File: src/verilog/aop_defs.vh
// constants for the analog option port: register indices, fields, resets
// assumes: included by bare name from the port module only; the sync and pin cell modules do not include it
`ifndef AOP_DEFS_VH
`define AOP_DEFS_VH

// port width and bus widths
`define AOP_NPIN 4
`define AOP_DW 32
`define AOP_AW 32

// register indices; byte address is four times the index
`define AOP_IDX_DIR 6'h01
`define AOP_IDX_DATA 6'h04
`define AOP_IDX_OPT 6'h08
`define AOP_IDX_MODE 6'h09

// reset values
`define AOP_DIR_RST 4'h0
`define AOP_DATA_RST 4'h0
`define AOP_OPT_RST 10'h000

// option register fields
`define AOP_OPT_W 10
`define AOP_OPT_AMP 0
`define AOP_OPT_CMP1 1
`define AOP_OPT_CMP2 2
`define AOP_OPT_RZ1 3
`define AOP_OPT_RZ3 4
`define AOP_OPT_BIDIR 5
`define AOP_OPT_PD_LO 6
`define AOP_OPT_PD_HI 9

// pin bit positions with special read behaviour
`define AOP_BIT_CMP1 0
`define AOP_BIT_Z1 1
`define AOP_BIT_CMP2 2
`define AOP_BIT_Z3 3

// one-hot mode codes shown in the mode register
`define AOP_MODE_W 4
`define AOP_MODE_PURE 4'h1
`define AOP_MODE_AMP 4'h2
`define AOP_MODE_CMP 4'h4
`define AOP_MODE_CMPAMP 4'h8

// pins 3, 2 and 0 go to the analog cells in both amplifier modes
`define AOP_AMP_PINS 4'hD

// ahb htrans bit that marks an active transfer
`define AOP_HTRANS_ACT 1

`endif

File: src/verilog/aop_sync2.v
// two flip-flop synchroniser for a bundle of independent levels
// assumes: each bit is a level, no word coherence across bits needed
`timescale 1ns/1ps
`default_nettype none
module aop_sync2
#(
  parameter W = 1
)
(
  input wire CLK,
  input wire NRST,
  input wire [W-1:0] D,
  output wire [W-1:0] Q
);

  reg [W-1:0] meta_reg;
  reg [W-1:0] sync_reg;

  // first stage feeds only the second stage
  always @(posedge CLK or negedge NRST)
  begin
    if (!NRST)
    begin
      meta_reg <= {W{1'b0}};
      sync_reg <= {W{1'b0}};
    end
    else
    begin
      meta_reg <= D;
      sync_reg <= meta_reg;
    end
  end

  assign Q = sync_reg;

endmodule
`default_nettype wire

File: src/verilog/aop_pin_cell.v
// one pad control cell: drive enable, output level, weak pull-down
// assumes: inputs are registered option/control bits of the port, except analog, which is decoded from them
`timescale 1ns/1ps
`default_nettype none
module aop_pin_cell
(
  input wire dir_bit,
  input wire bidir,
  input wire analog,
  input wire pd_opt,
  input wire latch,
  output wire out_mode,
  output wire oe,
  output wire out,
  output wire pd_en
);

  // direction only counts on a bidirectional port
  assign out_mode = dir_bit & bidir;
  // analog pins must never be fought by the digital driver
  assign oe = out_mode & ~analog;
  assign out = latch & oe;
  // pull-down only while the pin listens
  assign pd_en = pd_opt & ~out_mode & ~analog;

endmodule
`default_nettype wire

File: src/verilog/aop_port.v
// analog option port: 4-bit i/o port with amplifier/comparator modes
// assumes: ahb-lite single slave, word transfers, pads and analog
// cells outside; pin and comparator levels are asynchronous to CLK
//
// Behaviour
// - direction bit 1 output, 0 input
// - direction used only on bidirectional port
// - pull-down per option, only in input
// - modes chosen only by enable options
// - amplifier-only option gives single amplifier mode
// - each comparator enabled by own option
// - bit-1 read-zero option forces bit 1 zero while comparator 1 is on
// - bit-3 read-zero option forces bit 3 zero while comparator 2 is on
// - first comparator result read on bit 0
// - second comparator result read on bit 2
// - no enables means pure digital port
// - comparator-plus-amplifier reads bits 3,2 zero
// - comparator-plus-amplifier bit 1 reads pad unless bit-1 read-zero is set
// - data writes stored and driven on outputs
// - output pins read back latch value
`timescale 1ns/1ps
`default_nettype none
`include "aop_defs.vh"
module aop_port
(
  input wire CLK,
  input wire NRST,
  // ahb-lite slave
  input wire HSEL,
  input wire [`AOP_AW-1:0] HADDR,
  input wire [1:0] HTRANS,
  input wire HWRITE,
  input wire [2:0] HSIZE,
  input wire [`AOP_DW-1:0] HWDATA,
  input wire HREADY,
  output wire HREADYOUT,
  output wire HRESP,
  output wire [`AOP_DW-1:0] HRDATA,
  // pads
  input wire [`AOP_NPIN-1:0] PIN_IN,
  output wire [`AOP_NPIN-1:0] PIN_OUT,
  output wire [`AOP_NPIN-1:0] PIN_OE,
  output wire [`AOP_NPIN-1:0] PIN_PD_EN,
  output wire [`AOP_NPIN-1:0] PIN_ANALOG,
  // analog cells
  input wire CMP1_RESULT,
  input wire CMP2_RESULT,
  output wire AMP_ENABLE,
  output wire CMP1_ENABLE,
  output wire CMP2_ENABLE
);

  localparam NP = `AOP_NPIN;
  localparam OW = `AOP_OPT_W;
  localparam MW = `AOP_MODE_W;
  localparam SW = `AOP_NPIN + 2;

  // bus front end state
  reg wr_pend_reg;
  reg [5:0] wr_idx_reg;
  reg [`AOP_DW-1:0] rdata_reg;
  reg [`AOP_DW-1:0] rdata_next;

  // software visible state
  reg [NP-1:0] dir_reg;
  reg [NP-1:0] dir_next;
  reg [NP-1:0] data_reg;
  reg [NP-1:0] data_next;
  reg [OW-1:0] opt_reg;
  reg [OW-1:0] opt_next;

  // decoded address phase
  wire addr_take;
  wire addr_ok;
  wire [5:0] addr_idx;

  // option fields of the next state, used for read forwarding
  wire amp_n;
  wire cmp1_n;
  wire cmp2_n;
  wire rz1_n;
  wire rz3_n;
  wire bidir_n;
  wire [NP-1:0] pd_n;

  // option fields of the current state, used for pad control
  wire amp_q;
  wire cmp1_q;
  wire cmp2_q;
  wire bidir_q;
  wire [NP-1:0] pd_q;

  // synchronised pad and comparator levels
  wire [SW-1:0] async_in;
  wire [SW-1:0] sync_in;
  wire [NP-1:0] pad_s;
  wire cmp1_s;
  wire cmp2_s;

  // mode and pin assignment
  reg [MW-1:0] mode_next;
  reg [MW-1:0] mode_q;
  reg [NP-1:0] analog_next;
  reg [NP-1:0] analog_q;
  reg [NP-1:0] port_rd;
  wire [NP-1:0] out_mode_q;
  wire [NP-1:0] out_mode_n;

  // zero wait states; every answer is okay
  assign HREADYOUT = 1'b1;
  assign HRESP = 1'b0;
  assign HRDATA = rdata_reg;

  // an address phase counts only when the bus is ready
  // the index is kept every cycle; only wr_pend_reg qualifies it
  assign addr_take = HSEL & HTRANS[`AOP_HTRANS_ACT] & HREADY;
  assign addr_idx = HADDR[7:2];
  // only aligned word addresses in the low window decode
  assign addr_ok = (HADDR[`AOP_AW-1:8] == 24'h000000)
    & (HADDR[1:0] == 2'h0);

  // register writes land in the data phase, from hwdata
  // the mode register is read-only, so writes to it are dropped
  always @*
  begin
    dir_next = dir_reg;
    data_next = data_reg;
    opt_next = opt_reg;
    if (wr_pend_reg)
    begin
      case (wr_idx_reg)
        `AOP_IDX_DIR: dir_next = HWDATA[NP-1:0];
        `AOP_IDX_DATA: data_next = HWDATA[NP-1:0];
        `AOP_IDX_OPT: opt_next = HWDATA[OW-1:0];
        default: dir_next = dir_reg;
      endcase
    end
  end

  // state registers and the pending write of the last address phase
  always @(posedge CLK or negedge NRST)
  begin
    if (!NRST)
    begin
      dir_reg <= `AOP_DIR_RST;
      data_reg <= `AOP_DATA_RST;
      opt_reg <= `AOP_OPT_RST;
      wr_pend_reg <= 1'b0;
      wr_idx_reg <= 6'h00;
      rdata_reg <= 32'h00000000;
    end
    else
    begin
      dir_reg <= dir_next;
      data_reg <= data_next;
      opt_reg <= opt_next;
      wr_pend_reg <= addr_take & HWRITE & addr_ok;
      wr_idx_reg <= addr_idx;
      rdata_reg <= rdata_next;
    end
  end

  // option field taps
  assign amp_n = opt_next[`AOP_OPT_AMP];
  assign cmp1_n = opt_next[`AOP_OPT_CMP1];
  assign cmp2_n = opt_next[`AOP_OPT_CMP2];
  assign rz1_n = opt_next[`AOP_OPT_RZ1];
  assign rz3_n = opt_next[`AOP_OPT_RZ3];
  assign bidir_n = opt_next[`AOP_OPT_BIDIR];
  assign pd_n = opt_next[`AOP_OPT_PD_HI:`AOP_OPT_PD_LO];
  assign amp_q = opt_reg[`AOP_OPT_AMP];
  assign cmp1_q = opt_reg[`AOP_OPT_CMP1];
  assign cmp2_q = opt_reg[`AOP_OPT_CMP2];
  assign bidir_q = opt_reg[`AOP_OPT_BIDIR];
  assign pd_q = opt_reg[`AOP_OPT_PD_HI:`AOP_OPT_PD_LO];

  // analog cells follow their own enables only
  assign AMP_ENABLE = amp_q;
  assign CMP1_ENABLE = cmp1_q;
  assign CMP2_ENABLE = cmp2_q;

  // pads and comparators are asynchronous
  // a level change reaches a read two edges later
  assign async_in = {CMP2_RESULT, CMP1_RESULT, PIN_IN};

  aop_sync2
  #(
    .W(SW)
  )
  u_sync
  (
    .CLK(CLK),
    .NRST(NRST),
    .D(async_in),
    .Q(sync_in)
  );

  assign pad_s = sync_in[NP-1:0];
  assign cmp1_s = sync_in[NP];
  assign cmp2_s = sync_in[NP+1];

  // mode decode from next options, so a read right after an option
  // write already sees the new mode
  always @*
  begin
    mode_next = `AOP_MODE_PURE;
    analog_next = 4'h0;
    if (amp_n & cmp1_n & ~cmp2_n)
    begin
      // amplifier on pins 3,2,0, comparator result on bit 0
      mode_next = `AOP_MODE_CMPAMP;
      analog_next = `AOP_AMP_PINS;
    end
    else if (amp_n & ~cmp1_n & ~cmp2_n)
    begin
      mode_next = `AOP_MODE_AMP;
      analog_next = `AOP_AMP_PINS;
    end
    else if (cmp1_n | cmp2_n)
    begin
      // comparator inputs take pins 0 and 2 as enabled
      // all three enables together is not legal and lands here
      mode_next = `AOP_MODE_CMP;
      analog_next = {1'b0, cmp2_n, 1'b0, cmp1_n};
    end
  end

  // same decode on the current options, for the pads
  always @*
  begin
    mode_q = `AOP_MODE_PURE;
    analog_q = 4'h0;
    if (amp_q & cmp1_q & ~cmp2_q)
    begin
      mode_q = `AOP_MODE_CMPAMP;
      analog_q = `AOP_AMP_PINS;
    end
    else if (amp_q & ~cmp1_q & ~cmp2_q)
    begin
      mode_q = `AOP_MODE_AMP;
      analog_q = `AOP_AMP_PINS;
    end
    else if (cmp1_q | cmp2_q)
    begin
      mode_q = `AOP_MODE_CMP;
      analog_q = {1'b0, cmp2_q, 1'b0, cmp1_q};
    end
  end

  assign PIN_ANALOG = analog_q;

  // one pad cell per pin
  genvar gi;
  generate
    for (gi = 0; gi < NP; gi = gi + 1)
    begin : g_pin
      aop_pin_cell u_cell
      (
        .dir_bit(dir_reg[gi]),
        .bidir(bidir_q),
        .analog(analog_q[gi]),
        .pd_opt(pd_q[gi]),
        .latch(data_reg[gi]),
        .out_mode(out_mode_q[gi]),
        .oe(PIN_OE[gi]),
        .out(PIN_OUT[gi]),
        .pd_en(PIN_PD_EN[gi])
      );
    end
  endgenerate

  // read-side direction, from next values for forwarding
  assign out_mode_n = dir_next & {NP{bidir_n}};

  // data read value; later assignments take priority
  always @*
  begin
    // outputs read the latch, inputs the synced pad
    // single amplifier mode keeps this plain port read
    port_rd = (data_next & out_mode_n) | (pad_s & ~out_mode_n);
    if (cmp1_n)
    begin
      port_rd[`AOP_BIT_CMP1] = cmp1_s;
      if (rz1_n)
      begin
        port_rd[`AOP_BIT_Z1] = 1'b0;
      end
      else
      begin
        port_rd[`AOP_BIT_Z1] = pad_s[`AOP_BIT_Z1];
      end
    end
    if (cmp2_n)
    begin
      port_rd[`AOP_BIT_CMP2] = cmp2_s;
      if (rz3_n)
      begin
        port_rd[`AOP_BIT_Z3] = 1'b0;
      end
      else
      begin
        port_rd[`AOP_BIT_Z3] = pad_s[`AOP_BIT_Z3];
      end
    end
    if (mode_next == `AOP_MODE_CMPAMP)
    begin
      // amplifier owns pins 3,2 here
      port_rd[`AOP_BIT_CMP2] = 1'b0;
      port_rd[`AOP_BIT_Z3] = 1'b0;
    end
  end

  // read data is built in the address phase and held in a flop,
  // so hrdata stands steady through the data phase
  always @*
  begin
    rdata_next = rdata_reg;
    if (addr_take & ~HWRITE)
    begin
      // unmapped or misaligned reads answer zero
      rdata_next = 32'h00000000;
      if (addr_ok)
      begin
        case (addr_idx)
          `AOP_IDX_DIR: rdata_next[NP-1:0] = dir_next;
          `AOP_IDX_DATA: rdata_next[NP-1:0] = port_rd;
          `AOP_IDX_OPT: rdata_next[OW-1:0] = opt_next;
          `AOP_IDX_MODE: rdata_next[2*NP-1:0] = {analog_next, mode_next};
          default: rdata_next = 32'h00000000;
        endcase
      end
    end
  end

  // hsize is not checked: every access is treated as a full word
  // and narrow writes take the whole of hwdata

endmodule
`default_nettype wire

File: config.mk
export PLATFORM = sky130hd
export DESIGN_NAME = aop_port
export DESIGN_NICKNAME = d
export VERILOG_FILES = /design/src/verilog/aop_sync2.v /design/src/verilog/aop_pin_cell.v /design/src/verilog/aop_port.v
export VERILOG_INCLUDE_DIRS = /design/src /design/src/verilog
export SDC_FILE = /design/constraint.sdc
export NUM_CORES = 1
export LEC_CHECK = 0
export ABC_AREA = 1
export BUFFER_PORTS_ARGS = -buffer_cell sky130_fd_sc_hd__buf_2
export CAP_MARGIN = 20
export CORE_ASPECT_RATIO = 1.2
export CORE_MARGIN = 3
export CORE_UTILIZATION = 41
export DETAILED_ROUTE_END_ITERATION = 16
export GPL_TIMING_DRIVEN = 0
export PLACE_DENSITY = 0.78
export REMOVE_ABC_BUFFERS = 1
export SYNTH_ARGS = -nofsm -noshare
export SYNTH_HDL_FRONTEND = slang
export SYNTH_SLANG_ARGS = --single-unit
File: constraint.sdc
create_clock -name CLK -period 1.57 [get_ports CLK]
set_clock_uncertainty 0.05 [all_clocks]
set_input_delay 0.0785 -clock CLK [delete_from_list [all_inputs] [get_ports CLK]]
set_output_delay 0.0785 -clock CLK [all_outputs]
set_load 0.05 [all_outputs]
## After elaboration in Yosys (flattened, before gate mapping)

Cells that the tools add are included.

- Add/subtract/negate cells: 0
- Multiply operators: 0
- Divide/modulo/power cells: 0
- $lt $le $gt $ge: 0
- Eq/ne operators: 8
- Shift operators: 0
- Muxes and demuxes: 24
- Bitwise gates (word level): 54
- Reduce and logical (&&, ||, !) cells: 2

Operators by type and width:

| cell | number |
|---|---|
| two-way mux 4 bit | 9 |
| bitwise AND 1 bit | 34 |
| two-way mux 10 bit | 3 |
| zero test 24 bit | 1 |
| == test 6 x 4 -> 1 bit (second input constant) | 3 |
| one-hot mux 4 bit (4 select lines) | 1 |
| inverter 1 bit | 13 |
| bitwise AND 4 bit | 3 |
| == test 6 x 1 -> 1 bit (second input constant) | 2 |
| == test 6 x 3 -> 1 bit (second input constant) | 2 |
| two-way mux 3 bit | 4 |
| two-way mux 2 bit | 4 |
| one-hot mux 4 bit (2 select lines) | 1 |
| == test 4 bit (second input constant) | 1 |
| inverter 4 bit | 1 |
| OR 4 bit | 1 |
| zero test 2 bit | 1 |
| two-way mux 1 bit | 2 |
| OR 1 bit | 2 |

- Bits in registers: 69
- Latch bits: 0
- Bits in writable memories: 0
- Bits in read-only memories: 0
- Bits of input ports: 80
- Output and inout port bits: 53
- Logic and storage cells: 96
- Memories kept: 0

## Longest topological paths before layout

Gate-level depths: netlist of run 1.

- Depth in word-level cells: 12
- Depth in mapped cells: 15
- Mapped depth without buffers: 15

## By module

A second synthesis of run 1 with hierarchy kept.

- Cell total of the unflattened synthesis: 332
- Area total of the unflattened synthesis: 2602.5 um2

Modules (own cells, without submodules):

| module | instances | cells each | area each (um2) |
|---|---|---|---|
| aop_port | 1 | 284 | 2122.0 |
| aop_sync2 | 1 | 12 | 300.3 |
| aop_pin_cell | 4 | 9 | 45.0 |

## Least setup slack after synthesis of run 1

No wires, ideal clock.

- Kind: flip-flop to flip-flop
- Start point: reg opt_reg[1]
- End point: reg rdata_reg[0] (netlist: HRDATA[0])
- Library setup time: 0.118 ns
- Data arrival time: 1.460 ns
- Slack: -0.057 ns
- Cell stages (with the launch flop): 9
- Clock period less this slack: 1.627 ns
- Cell sequence: dfrtp_1 -> inv_1 -> o21ai_2 -> inv_2 -> or2_0 -> nand3_1 -> nand2_1 -> nand2_1 -> nand2_1

- Cells in the longest elaborated chain, start to end: 9
- Elaborated cells on any way between the ends: 14
- Those cells by class: mux (8); bitwise (6)

RTL lines:

| item | RTL line | source |
|---|---|---|
| from (decl) | aop_port.v:69 | `reg [OW-1:0] opt_reg;` |
| from (signal assigned) | aop_port.v:147 | `` opt_reg <= `AOP_OPT_RST; `` |
| from (signal assigned) | aop_port.v:156 | `opt_reg <= opt_next;` |
| two-way mux 10 bit | aop_port.v:131 | `case (wr_idx_reg)` |
| two-way mux 10 bit * | aop_port.v:129 | `if (wr_pend_reg)` |
| net opt_next[1] | aop_port.v:70 | `reg [OW-1:0] opt_next;` |
| inverter 1 bit | aop_port.v:214 | `else if (amp_n & ~cmp1_n & ~cmp2_n)` |
| bitwise AND 1 bit (2 in series) | aop_port.v:214 |  |
| two-way mux 3 bit | aop_port.v:214 |  |
| two-way mux 4 bit | aop_port.v:208 | `if (amp_n & cmp1_n & ~cmp2_n)` |
| one-hot mux 4 bit (4 select lines) * | aop_port.v:324 | `case (addr_idx)` |
| two-way mux 10 bit * | aop_port.v:322 | `if (addr_ok)` |
| to (signal assigned) | aop_port.v:159 | `rdata_reg <= rdata_next;` |
| to (decl) | aop_port.v:61 | `` reg [`AOP_DW-1:0] rdata_reg; `` |

The timed path passes the listed nets; every way through them passes the cells marked *.
A chain may end at the register's enable or synchronous reset.

## Final worst setup path of run 1

- Start point: reg wr_idx_reg[1]
- End point: reg rdata_reg[3] (netlist: HRDATA[3])

- Elaborated cells on any way between the ends: 30
- Those cells by class: eq/ne (4); mux (14); bitwise (12)

RTL lines:

| item | RTL line | source |
|---|---|---|
| from (decl) | aop_port.v:60 | `reg [5:0] wr_idx_reg;` |
| from (signal assigned) | aop_port.v:158 | `wr_idx_reg <= addr_idx;` |
| == test 6 x 4 -> 1 bit * | aop_port.v:131 |  |
| two-way mux 10 bit * | aop_port.v:131 |  |
| two-way mux 10 bit * | aop_port.v:129 |  |
| net opt_next[0] | aop_port.v:70 |  |
| bitwise AND 1 bit (2 in series) | aop_port.v:214 |  |
| two-way mux 3 bit | aop_port.v:214 |  |
| two-way mux 4 bit * | aop_port.v:208 |  |
| == test 4 bit (no line) | -- |  |
| two-way mux 2 bit | aop_port.v:305 | `` if (mode_next == `AOP_MODE_CMPAMP) `` |
| one-hot mux 4 bit (4 select lines) * | aop_port.v:324 |  |
| two-way mux 10 bit * | aop_port.v:322 |  |

Marks and branches as above.

==> key figures, run 1 <==
Synth
  – Cell taking the most area after synthesis: dfrtp_1
  – Area fraction of the dominant cell type after synthesis: between 40% and 50%
  – Post-synth EDFFs: 0
  – Seq cells post-synth: 47
  – Async S/R FF share, synth: 100.0%
  – Most frequent cells after synthesis: 79 x nand2_1, 47 x dfrtp_1, 40 x buf_4, 33 x inv_1, 22 x nand3_1
  – Count leader, synth: nand2_1
  – Sequential fraction of the synthesis area: between 40% and 50%
  – Syn Area/Cell: 8.193 µm²
  – Distinct cells, synth: 32
  – Post-Syn Instances: 310
  – Synth Warn #: 0
  – Synth Flop Type: dfrtp_1
  – Area contributors post-synth: dfrtp_1 46%, buf_4 12%, nand2_1 12%
  – Synth Cell Area: 2540 µm²

Timing
  – Hold slack final: -10.69 ps
  – Final Hold Fails: 1
  – Unrepaired setup endpoints after global routing: true
  – Crit share post-route: 112.8%
  – Final setup viols: 10
  – Tmin final: about 1800 ps
  – Fin. max-slew vios: 0
  – Worst Slack Setup Final: -201.0 ps
  – Achievable Freq: 564.6 MHz
  – Rel. slew slack: 58.93%
  – Worst slew pin tran: 610.5 ps

CTS
  – CTS tree: done
  – # H-tree levels: 2
  – Clock root cell: clkbuf_8
  – CTS Buffer Depth: 2
  – Clock-pin slew on the worst setup and hold paths: ~90 ps
  – Worst-Skew Late Latency: 310 ps
  – Total CTS buffers: 5
  – # clock sinks: 47

Layout
  – Non-Filler Instances: 495
  – Finished Core Util: 58.13%
  – Ant. Diodes: 0
  – Seq. cell area: about 1200 µm²
  – Filler Cell Count: roughly 530
  – Nets: roughly 490
  – P&R area growth vs syn: 33.15%
  – Share of layout cells above drive strength 1: 35.66%
  – Area of the multi-input gates: ~1100 µm²

Min path
  – Hold Path End: data_reg[1]
  – Hold Path Cell Cnt: 3
  – Hold Crit Start: HWDATA[1]
  – Type of the most critical hold path: in2reg

Floorplanning
  – Die Y: 92.22 µm
  – Full die area: 7179 µm²
  – Die W: 77.85 µm
  – Rows: 30
  – Top Ports: 133
  – Core area: ~5800 µm²
  – Starting Density: 43.66%

Routing
  – ANT nets after route: 0
  – Drt first pass iters: 4
  – Vias: approximately 2300
  – Via density: 4.588
  – DRT Wirelength: 6043 µm
  – Initial DRC Count: 107
  – WL per Instance: 12.21 µm
  – Drc violations: 0

Placed design
  – RD Place Congestion: 0.8552
  – Port bufs: ~80
  – Pre-CTS setup slack: -324.0 ps
  – Hpwl dp: 4408 µm
  – Placed cells: between 400 and 500

Worst setup path
  – Critical R2R Launch: wr_idx_reg[1]
  – Crit. End Element: flip-flop
  – Reg-to-reg setup timing slack: -200 ps
  – Critical Path AT: 1910 ps
  – CP Max Fanout: 7
  – Req. time, crit path: around 1700 ps
  – R2r endpoint: HRDATA[3]
  – Crit Path Category: reg2reg
  – Worst Setup Start Kind: flip-flop
  – Cells on worst reg2reg path: 14

Global route
  – First-pass GRT wire length: 9915 µm
  – Number of global-route vias before repair: 2240
  – Initial antenna violation count: 0
  – GRT Overall Usage: 17.19%
  – Largest net degree at the start of global routing: 48
  – Grt ovf: 0

Power and ir drop
  – Peak VDD IR: 0.0005367 V
  – Overall Power: about 2.3 mW
  – Pwr dens: ~680 nW/µm²
  – Static Leak: 1.878 nW

Status
  – Outcome: finished, violations left
  – Failing checks: hold timing, setup timing

Run
  – Max Cap Viol: 0
[worst max-delay path, stage by stage (launching register included)]
cell,delay (ps)
dfrtp_1,410
nor2_2,120
nand2_2,110
nor2_8,180
nand2_2,90
o21ai_4,80
inv_2,90
nor2_4,150
nand2_2,70
nand2_1,60
inv_1,40
nand2_1,50
nand2_1,50
nand2_1,60
nand2_1,50
[repair_timing]
item,in CTS,in global routing
pin swaps,4,10
endpoints found under the setup margin,14,20
buffers inserted,4,11
hold buffers,19,0
resized for setup,13,35
hold endpoints to repair,64,0
[report_power, final]
| group | internal [mW] | total (mW) | switching [mW] |
|---|---|---|---|
| registers | 1.23 | 1.24 | 0.0119 |
| clock network | 0.318 | 0.739 | 0.420 |
| logic | 0.0959 | 0.311 | 0.215 |
| total | 1.65 | 2.29 | 0.647 |
[per-layer routing]
metal  global-route usage, %  wire length (µm)  part of all wire (%)  vias up
li1                        -                 -                     -     1121
met1                   20.13              2261                    37     1047
met2                   30.14              3233                    53       84
met3                   3.242               358                   5.9       19
met4                   7.715               189                   3.1        0
met5                       0                 0                     0        -
[cells by family (layout without fill, tap and decap cells)]
logic type / after synthesis / after routing / share of synthesized area, %
multiplexers: 1 / 1 / 0.4433
flip-flops: 47 / 47 / 46.31
other: 2 / 25 / 0.2957
AND/OR/NAND/NOR: 152 / 152 / 28.23
buffers and inverters: 78 / 160 / 17.83
AO/OA/AOI/OAI: 30 / 30 / 6.897
[final cells by class]
type	count	share of cell area (%)
flip-flops and latches	47	34.81
clock inverters	3	0.7029
well taps	80	2.960
multi-input cells	208	32.63
clock buffers	5	2.035
repair buffers	116	22.79
inverters	36	4.070
[cells in the final DEF, fill, tap and decap left out, types with 2 or more instances in the layout]
master,Yosys,final
o21ai_0,13,6
nor2_4,2,2
nand2_1,79,76
nor2_1,18,17
o21ai_2,5,8
inv_2,2,5
o21ai_1,4,5
dfrtp_1,47,46
nand3_4,1,2
nor3_1,5,5
nand2_4,0,3
buf_2,0,76
inv_1,33,30
o21ai_4,0,3
nor4_1,7,7
dlygate4sd3_1,0,19
buf_6,1,6
nand2_2,6,6
conb_1,2,25
buf_4,40,14
clkbuf_8,0,5
a31oi_1,2,2
nand3_2,0,2
nor2_2,3,4
nor3b_1,3,2
nand3_1,22,19
clkinvlp_4,0,2
a21oi_1,4,4
[per-stage QoR]
stage | setup TNS (ps) | area, µm² | hold slack, ps
2_1_floorplan | -7903 | 2311 | -267.1
3_3_place_gp | -1262 | 2816 | 137.4
3_5_place_dp | -1480 | 2816 | 137.8
4_1_cts | -903.8 | 3164 | 12.94
5_1_grt | -2550 | 3382 | 21.93
6_report | -1012 | 3382 | -10.69
[worst max-delay path by stage]
stage	from	end
floorplan	opt_reg[2]	PIN_OUT[0]
global placement	wr_idx_reg[2]	HRDATA[3]
detailed placement	wr_idx_reg[2]	HRDATA[3]
CTS	wr_idx_reg[1]	HRDATA[3]
global route	wr_idx_reg[1]	HRDATA[1]
finish	wr_idx_reg[1]	HRDATA[3]
Note: power is estimated with default switching activity, not from simulation.
==> run 2: changes to the inputs <==
Clock period 1.57 ns to 1.5 ns, I/O delays scaled along.
==> run 2 against run 1 <==
The run still ends with hold timing, setup timing left. Total power grew 5.2%. First-iteration DRC count fell by 6.5%. Combinational power increased by 5%. Worst setup slack worse by 72 ps. Sequential power is 5% higher. Global-route usage up 0.062 points. Critical path depth shrank 2. Die area did not move. Non-clock buffer count did not move. Final area increased by 2.1%. Critical endpoint is now HRDATA[0].
==> key figures, run 2 (same netlist as run 1, synthesis figures left out) <==
Timing
  – Crit share post-route: 118.2% (was 112.8%)
  – Hold slack final: -10.74 ps (was -10.69 ps)
  – Setup TNS Final: -1872 ps (was -1012 ps)
  – Worst slew pin tran: 643.3 ps (was 610.5 ps)
  – Unrepaired setup endpoints after global routing: true (unchanged)
  – Final Hold Fails: 1 (unchanged)
  – Tmin final: 1773 ps (was 1771 ps)
  – Rel. slew slack: 56.78% (was 58.93%)
  – Worst Slack Setup Final: -273.1 ps (was -201.0 ps)
  – Fin. max-slew vios: 0 (unchanged)
  – Final setup viols: 14 (was 10)
  – Achievable Freq: 564.0 MHz (was 564.6 MHz)

CTS
  – Clock root cell: clkbuf_8 (unchanged)
  – # clock sinks: 47 (unchanged)
  – # H-tree levels: 2 (unchanged)
  – CTS Buffer Depth: 2 (unchanged)
  – Clock-pin slew on the worst setup and hold paths: 90 ps (about the same)
  – Total CTS buffers: 5 (unchanged)
  – Worst-Skew Late Latency: 320 ps (was 310 ps)
  – CTS tree: done (unchanged)

Power and ir drop
  – Static Leak: 1.890 nW (was 1.878 nW)
  – Clk pwr share: 32.5% (was 32.2%)
  – Switch share: 28.57% (was 28.21%)
  – Cell Int Power: 1.724 mW (was 1.647 mW)
  – Sw power: 689.6 µW (was 647.2 µW)
  – Peak VDD IR: 0.0005627 V (was 0.0005367 V)
  – Combinational power share: 13.5% (was 13.6%)
  – Part of the power in registers: 54.0% (was 54.2%)
  – Pwr dens: 698.8 nW/µm² (was 678.4 nW/µm²)

Placed design
  – Placed cells: 452 (unchanged)
  – RD Place Congestion: 0.8552 (unchanged)
  – Port bufs: 81 (unchanged)
  – Hpwl dp: 4408 µm (unchanged)

Worst setup path
  – Critical R2R Launch: wr_idx_reg[1] (unchanged)
  – Req. time, crit path: 1640 ps (was 1710 ps)
  – Crit Path Category: reg2reg (unchanged)
  – Critical Path AT: 1920 ps (was 1910 ps)
  – Crit. End Element: flip-flop (unchanged)
  – CP Max Fanout: 7 (unchanged)
  – R2r endpoint: HRDATA[0] (was HRDATA[3])
  – Cells on worst reg2reg path: 12 (was 14)
  – CP Capture Point: HRDATA[0] (was HRDATA[3])
  – Origin of the worst setup path: wr_idx_reg[1] (unchanged)
  – Reg-to-reg setup timing slack: -270 ps (was -200 ps)
  – Worst Setup Start Kind: flip-flop (unchanged)

Status
  – Failing checks: hold timing, setup timing (unchanged)
  – Outcome: finished, violations left (unchanged)

Routing
  – Initial DRC Count: 100 (was 107)
  – ANT nets after route: 0 (unchanged)
  – DRT Wirelength: 6186 µm (was 6043 µm)
  – Via density: 4.602 (was 4.588)
  – Drc violations: 0 (unchanged)
  – Drt first pass iters: 4 (unchanged)
  – WL per Instance: 12.50 µm (was 12.21 µm)
  – Vias: 2278 (was 2271)

Global route
  – First-pass GRT wire length: 9929 µm (was 9915 µm)
  – Global Route met3 Usage: 3.242% (unchanged)
  – GRT Overall Usage: 17.25% (was 17.19%)
  – Initial antenna violation count: 0 (unchanged)
  – Met1 Use GR: 20.06% (was 20.13%)
  – GR Util met2: 30.21% (was 30.14%)
  – Number of global-route vias before repair: 2244 (was 2240)
  – Largest net degree at the start of global routing: 48 (unchanged)
  – GR peak layer: met2 (unchanged)
  – Grt ovf: 0 (unchanged)

Floorplanning
  – Die Y: 92.22 µm (unchanged)
  – Starting Density: 43.66% (unchanged)
  – Core area: 5818 µm² (unchanged)
  – Die W: 77.85 µm (unchanged)
  – Top Ports: 133 (unchanged)
  – Full die area: 7179 µm² (unchanged)
  – Rows: 30 (unchanged)

Min path
  – Type of the most critical hold path: in2reg (unchanged)

Run
  – Max Cap Viol: 0 (unchanged)

Layout
  – Finished Core Util: 59.38% (was 58.13%)
  – P&R area growth vs syn: 36.01% (was 33.15%)
  – Nets: 494 (unchanged)
  – Filler Cell Count: 519 (was 534)
  – Seq. cell area: 1179 µm² (was 1177 µm²)
  – Ant. Diodes: 0 (unchanged)
  – Most frequent cells in the layout: 73 x nand2_1, 71 x buf_2, 45 x dfrtp_1 (was 76 x nand2_1, 76 x buf_2, 46 x dfrtp_1)
  – Non-Filler Instances: 495 (unchanged)
  – Area of the multi-input gates: 1144 µm² (was 1104 µm²)
  – Commonest non-fill, non-tap cell in the layout: nand2_1
  – Share of layout cells above drive strength 1: 38.07% (was 35.66%)
-- run 2: per-layer routing --
metal | share of wire (%) | vias to the layer above
li1 | - | 1121
met1 | 37 | 1055
met2 | 54 | 84
met3 | 5.4 | 18
met4 | 2.7 | 0
met5 | 0 | -
-- run 2: metrics by stage --
stage | total power [mW] | instance area (µm²) | setup slack (ps)
floorplan | 1.497 | 2311 | -1427
global placement | 1.598 | 2816 | -364.3
detailed placement | 1.604 | 2816 | -394.0
CTS | 2.406 | 3168 | -269.0
global route | 2.504 | 3455 | -424.3
finish | 2.414 | 3455 | -273.1
-- run 2: worst max-delay path, stage by stage, from the launching register on --
cell     delay [ps]
dfrtp_1         410
nor2_2          120
nand2_2         110
nor2_8          180
buf_6           140
o21ai_4          90
inv_4           100
buf_4           110
nor2_1           30
a31oi_1         150
nand2_1          70
nand2_1          60
nand2_1          50
-- run 2: final cells by class --
class                      count  area share [%]
sequential                    47           34.12
tap                           80           2.898
multi-input combinational    208           33.10
inverter                      36           3.984
clock inverter                 3          0.6882
clock buffer                   5           1.992
timing repair buffer         116           23.22
-- run 2: worst min-delay path by stage --
stage,startpoint,to,cells after the start
floorplan,NRST,HRDATA[0],0
global placement,CMP1_RESULT,u_sync.meta_reg[4],1
detailed placement,PIN_IN[2],u_sync.meta_reg[2],1
CTS,HWDATA[1],data_reg[1],3
global route,HWDATA[1],data_reg[1],3
finish,HWDATA[1],data_reg[1],3
-- run 2: repair_timing --
item | 4_1_cts | 5_1_grt
hold endpoints to repair | 64 | 0
gates resized for setup | 14 | 59
hold buffers | 19 | 0
pin swaps | 6 | 8
setup buffers | 4 | 11
endpoints found under the setup margin | 15 | 27
-- run 2: power by group through the flow --
stage	combinational, mW	clock (mW)	sequential (mW)
finish	0.326	0.785	1.30
global route	0.354	0.844	1.31
CTS	0.312	0.791	1.30
detailed placement	0.277	0	1.33
global placement	0.272	0	1.33
floorplan	0.172	0	1.32
==> run 3: changes to the inputs <==
--- a/config.mk
+++ b/config.mk
@@ -16,3 +16,3 @@
 export GPL_TIMING_DRIVEN = 0
-export PLACE_DENSITY = 0.78
+export PLACE_DENSITY = 0.77
 export REMOVE_ABC_BUFFERS = 1
==> constraint.sdc (replaced) <==
create_clock -name CLK -period 1.5 [get_ports CLK]
set_clock_uncertainty 0.05 [all_clocks]
set_input_delay 0.225 -clock CLK [delete_from_list [all_inputs] [get_ports CLK]]
set_output_delay 0.225 -clock CLK [all_outputs]
set_load 0.05 [all_outputs]
==> run 3 against run 2 <==
The run ends with setup timing left. Critical path depth is 2 higher. Worst setup slack worse by 53 ps. Total power up 11%. Sequential cell count unchanged. Clock-buffer cell count is 1 higher. Register-to-register slack got worse by 50 ps. Wire length is 1.3% higher. Critical endpoint is now HRDATA[2].
==> key figures, run 3 (same netlist as run 1, synthesis figures left out) <==
Status
  – Outcome: finished, violations left (unchanged)
  – Failing checks: setup timing (was hold timing, setup timing)

CTS
  – # H-tree levels: 2 (unchanged)
  – CTS tree: done (unchanged)
  – Clock root cell: clkbuf_8 (unchanged)
  – Clock-pin slew on the worst setup and hold paths: 90 ps (about the same)
  – Worst-Skew Late Latency: 300 ps (was 320 ps)
  – # clock sinks: 47 (unchanged)
  – Total CTS buffers: 5 (unchanged)
  – CTS Buffer Depth: 2 (unchanged)

Worst setup path
  – Crit-path cells: nor2_2 -> nand2_4 -> nor2_8 -> nand2_1 -> nand2_4 -> nand2_1 -> nand2_1 -> nand3_1 -> nand2_1 -> nand2_1 -> nand2_1 -> nand2_1 -> nand2_1 -> nand2_1 (was nor2_2 -> nand2_2 -> nor2_8 -> buf_6 -> o21ai_4 -> inv_4 -> buf_4 -> nor2_1 -> a31oi_1 -> nand2_1 -> nand2_1 -> nand2_1)
  – Req. time, crit path: 1630 ps (was 1640 ps)
  – CP Max Fanout: 10 (was 7)
  – Crit. End Element: flip-flop (unchanged)
  – Worst Setup Start Kind: flip-flop (unchanged)
  – Crit Path Category: reg2reg (unchanged)
  – Cells on worst reg2reg path: 14 (was 12)
  – Crit path largest cell delay: 420 ps (was 410 ps)
  – Critical Path AT: 1960 ps (was 1920 ps)
  – Worst path most repeated cell: nand2_1 (unchanged)
  – Slowest CP cell: dfrtp_1 (unchanged)

Placed design
  – Hpwl dp: 4412 µm (was 4408 µm)
  – Port bufs: 81 (unchanged)
  – Placement Cell Area: 2816 µm² (unchanged)
  – RD Place Congestion: 0.8289 (was 0.8552)

Global route
  – Largest net degree at the start of global routing: 48 (unchanged)
  – Grt ovf: 0 (unchanged)
  – First-pass GRT wire length: 10430 µm (was 9929 µm)
  – Number of global-route vias before repair: 2285 (was 2244)
  – GRT Overall Usage: 18.13% (was 17.25%)
  – Initial antenna violation count: 0 (unchanged)

Layout
  – Commonest non-fill, non-tap cell in the layout: nand2_1 (unchanged)
  – Most frequent cells in the layout: 74 x nand2_1, 66 x buf_2, 45 x dfrtp_1 (was 73 x nand2_1, 71 x buf_2, 45 x dfrtp_1)
  – P&R area growth vs syn: 39.11% (was 36.01%)
  – Area of the multi-input gates: 1171 µm² (was 1144 µm²)
  – Ant. Diodes: 0 (unchanged)
  – Filler Cell Count: 489 (was 519)
  – Final instance area: 3533 µm² (was 3455 µm²)
  – Seq. cell area: 1179 µm² (unchanged)
  – Share of layout cells above drive strength 1: 39.56% (was 38.07%)
  – Nets: 491 (was 494)
  – Finished Core Util: 60.73% (was 59.38%)

Floorplanning
  – Starting Density: 43.66% (unchanged)
  – Die Y: 92.22 µm (unchanged)
  – Die W: 77.85 µm (unchanged)
  – Top Ports: 133 (unchanged)
  – Rows: 30 (unchanged)
  – Full die area: 7179 µm² (unchanged)
  – Core area: 5818 µm² (unchanged)

Routing
  – Via density: 4.604 (was 4.602)
  – Vias: 2265 (was 2278)
  – Initial DRC Count: 120 (was 100)
  – Drt first pass iters: 4 (unchanged)
  – WL per Instance: 12.74 µm (was 12.50 µm)
  – ANT nets after route: 0 (unchanged)
  – DRT Wirelength: 6269 µm (was 6186 µm)
  – Drc violations: 0 (unchanged)

Timing
  – Worst slew pin tran: 693.5 ps (was 643.3 ps)
  – Achievable Freq: 547.6 MHz (was 564.0 MHz)
  – Crit share post-route: 121.7% (was 118.2%)
  – Worst Slack Setup Final: -326.2 ps (was -273.1 ps)
  – Fin. max-slew vios: 0 (unchanged)
  – Final setup viols: 21 (was 14)
  – Tmin final: 1826 ps (was 1773 ps)
  – Rel. slew slack: 53.34% (was 56.78%)
  – Unrepaired setup endpoints after global routing: true (unchanged)
  – Final Hold Fails: 0 (was 1)

Power and ir drop
  – Static Leak: 1.925 nW (was 1.890 nW)
  – Combinational power share: 11.5% (was 13.5%)
  – Sw power: 641.9 µW (was 689.6 µW)
  – Part of the power in registers: 48.5% (was 54.0%)
  – Cell Int Power: 2.043 mW (was 1.724 mW)
  – Overall Power: 2.685 mW (was 2.414 mW)
  – Peak VDD IR: 0.0005878 V (was 0.0005627 V)
  – Clk pwr share: 40.0% (was 32.5%)
  – Switch share: 23.91% (was 28.57%)
  – Pwr dens: 759.8 nW/µm² (was 698.8 nW/µm²)

Run
  – Max Cap Viol: 0 (unchanged)

Min path
  – Type of the most critical hold path: in2reg (unchanged)
  – Hold Path Cell Cnt: 1 (was 3)
[run 3: path summary, 6_finish.rpt]
path / startpoint / to / slack, ps
max in group asynchronous: NRST / u_sync.meta_reg[5] / 660
min in group asynchronous: NRST / HRDATA[3] / 270
setup / recovery: wr_idx_reg[0] / HRDATA[2] / -330
hold reg to reg: u_sync.meta_reg[0] / u_sync.Q[0] / 300
setup reg to reg: wr_idx_reg[0] / HRDATA[2] / -330
hold / removal: HADDR[3] / wr_idx_reg[1] / 20
[run 3: power by group through the flow]
stage | clock [mW] | combinational, mW | sequential (mW)
4_1_cts | 1.09 | 0.297 | 1.30
2_1_floorplan | 0 | 0.172 | 1.32
3_3_place_gp | 0 | 0.272 | 1.33
3_5_place_dp | 0 | 0.276 | 1.33
5_1_grt | 1.16 | 0.334 | 1.30
6_report | 1.07 | 0.309 | 1.30
[run 3: layout make-up]
class	instances	area share, %
timing repair buffer	113	22.95
inverter	36	3.966
multi-input combinational	208	33.14
tap	80	2.833
clock buffer	6	2.054
sequential	47	33.36
clock inverter	2	1.700
[run 3: what timing repair did]
action / 4_1_cts / 5_1_grt
endpoints found under the setup margin: 23 / 28
pin swaps: 8 / 9
cloned: 0 / 0
endpoints found under the hold margin: 10 / 9
resized for setup: 63 / 25
hold buffers: 10 / 1
setup buffers: 15 / 5
[run 3: metal layers]
| layer | vias up | share of wire (%) | global-route usage [%] |
|---|---|---|---|
| li1 | 1120 | - | - |
| met1 | 1063 | 37 | 21.03 |
| met2 | 75 | 57 | 33.14 |
| met3 | 7 | 5.2 | 3.635 |
| met4 | 0 | 0.93 | 5.490 |
| met5 | - | 0 | 0 |
[run 3: stage by stage]
| stage | hold WS [ps] | TNS [ps] | worst slack, ps | cells |
|---|---|---|---|---|
| floorplan | -120.6 | -10740 | -1577 | 291 |
| global placement | 284.5 | -2320 | -364.3 | 452 |
| detailed placement | 284.3 | -2487 | -369.2 | 452 |
| CTS | 12.55 | -2265 | -257.5 | 485 |
| global route | 5.785 | -5084 | -486.9 | 492 |
| finish | 17.05 | -2994 | -326.2 | 492 |
[run 3: worst max-delay path, delay by kind of cell, from the launching register on]
| family | cells | cell delay, ps |
|---|---|---|
| and+or+nand+nor | 14 | 1230 |
| DFF | 1 | 420 |
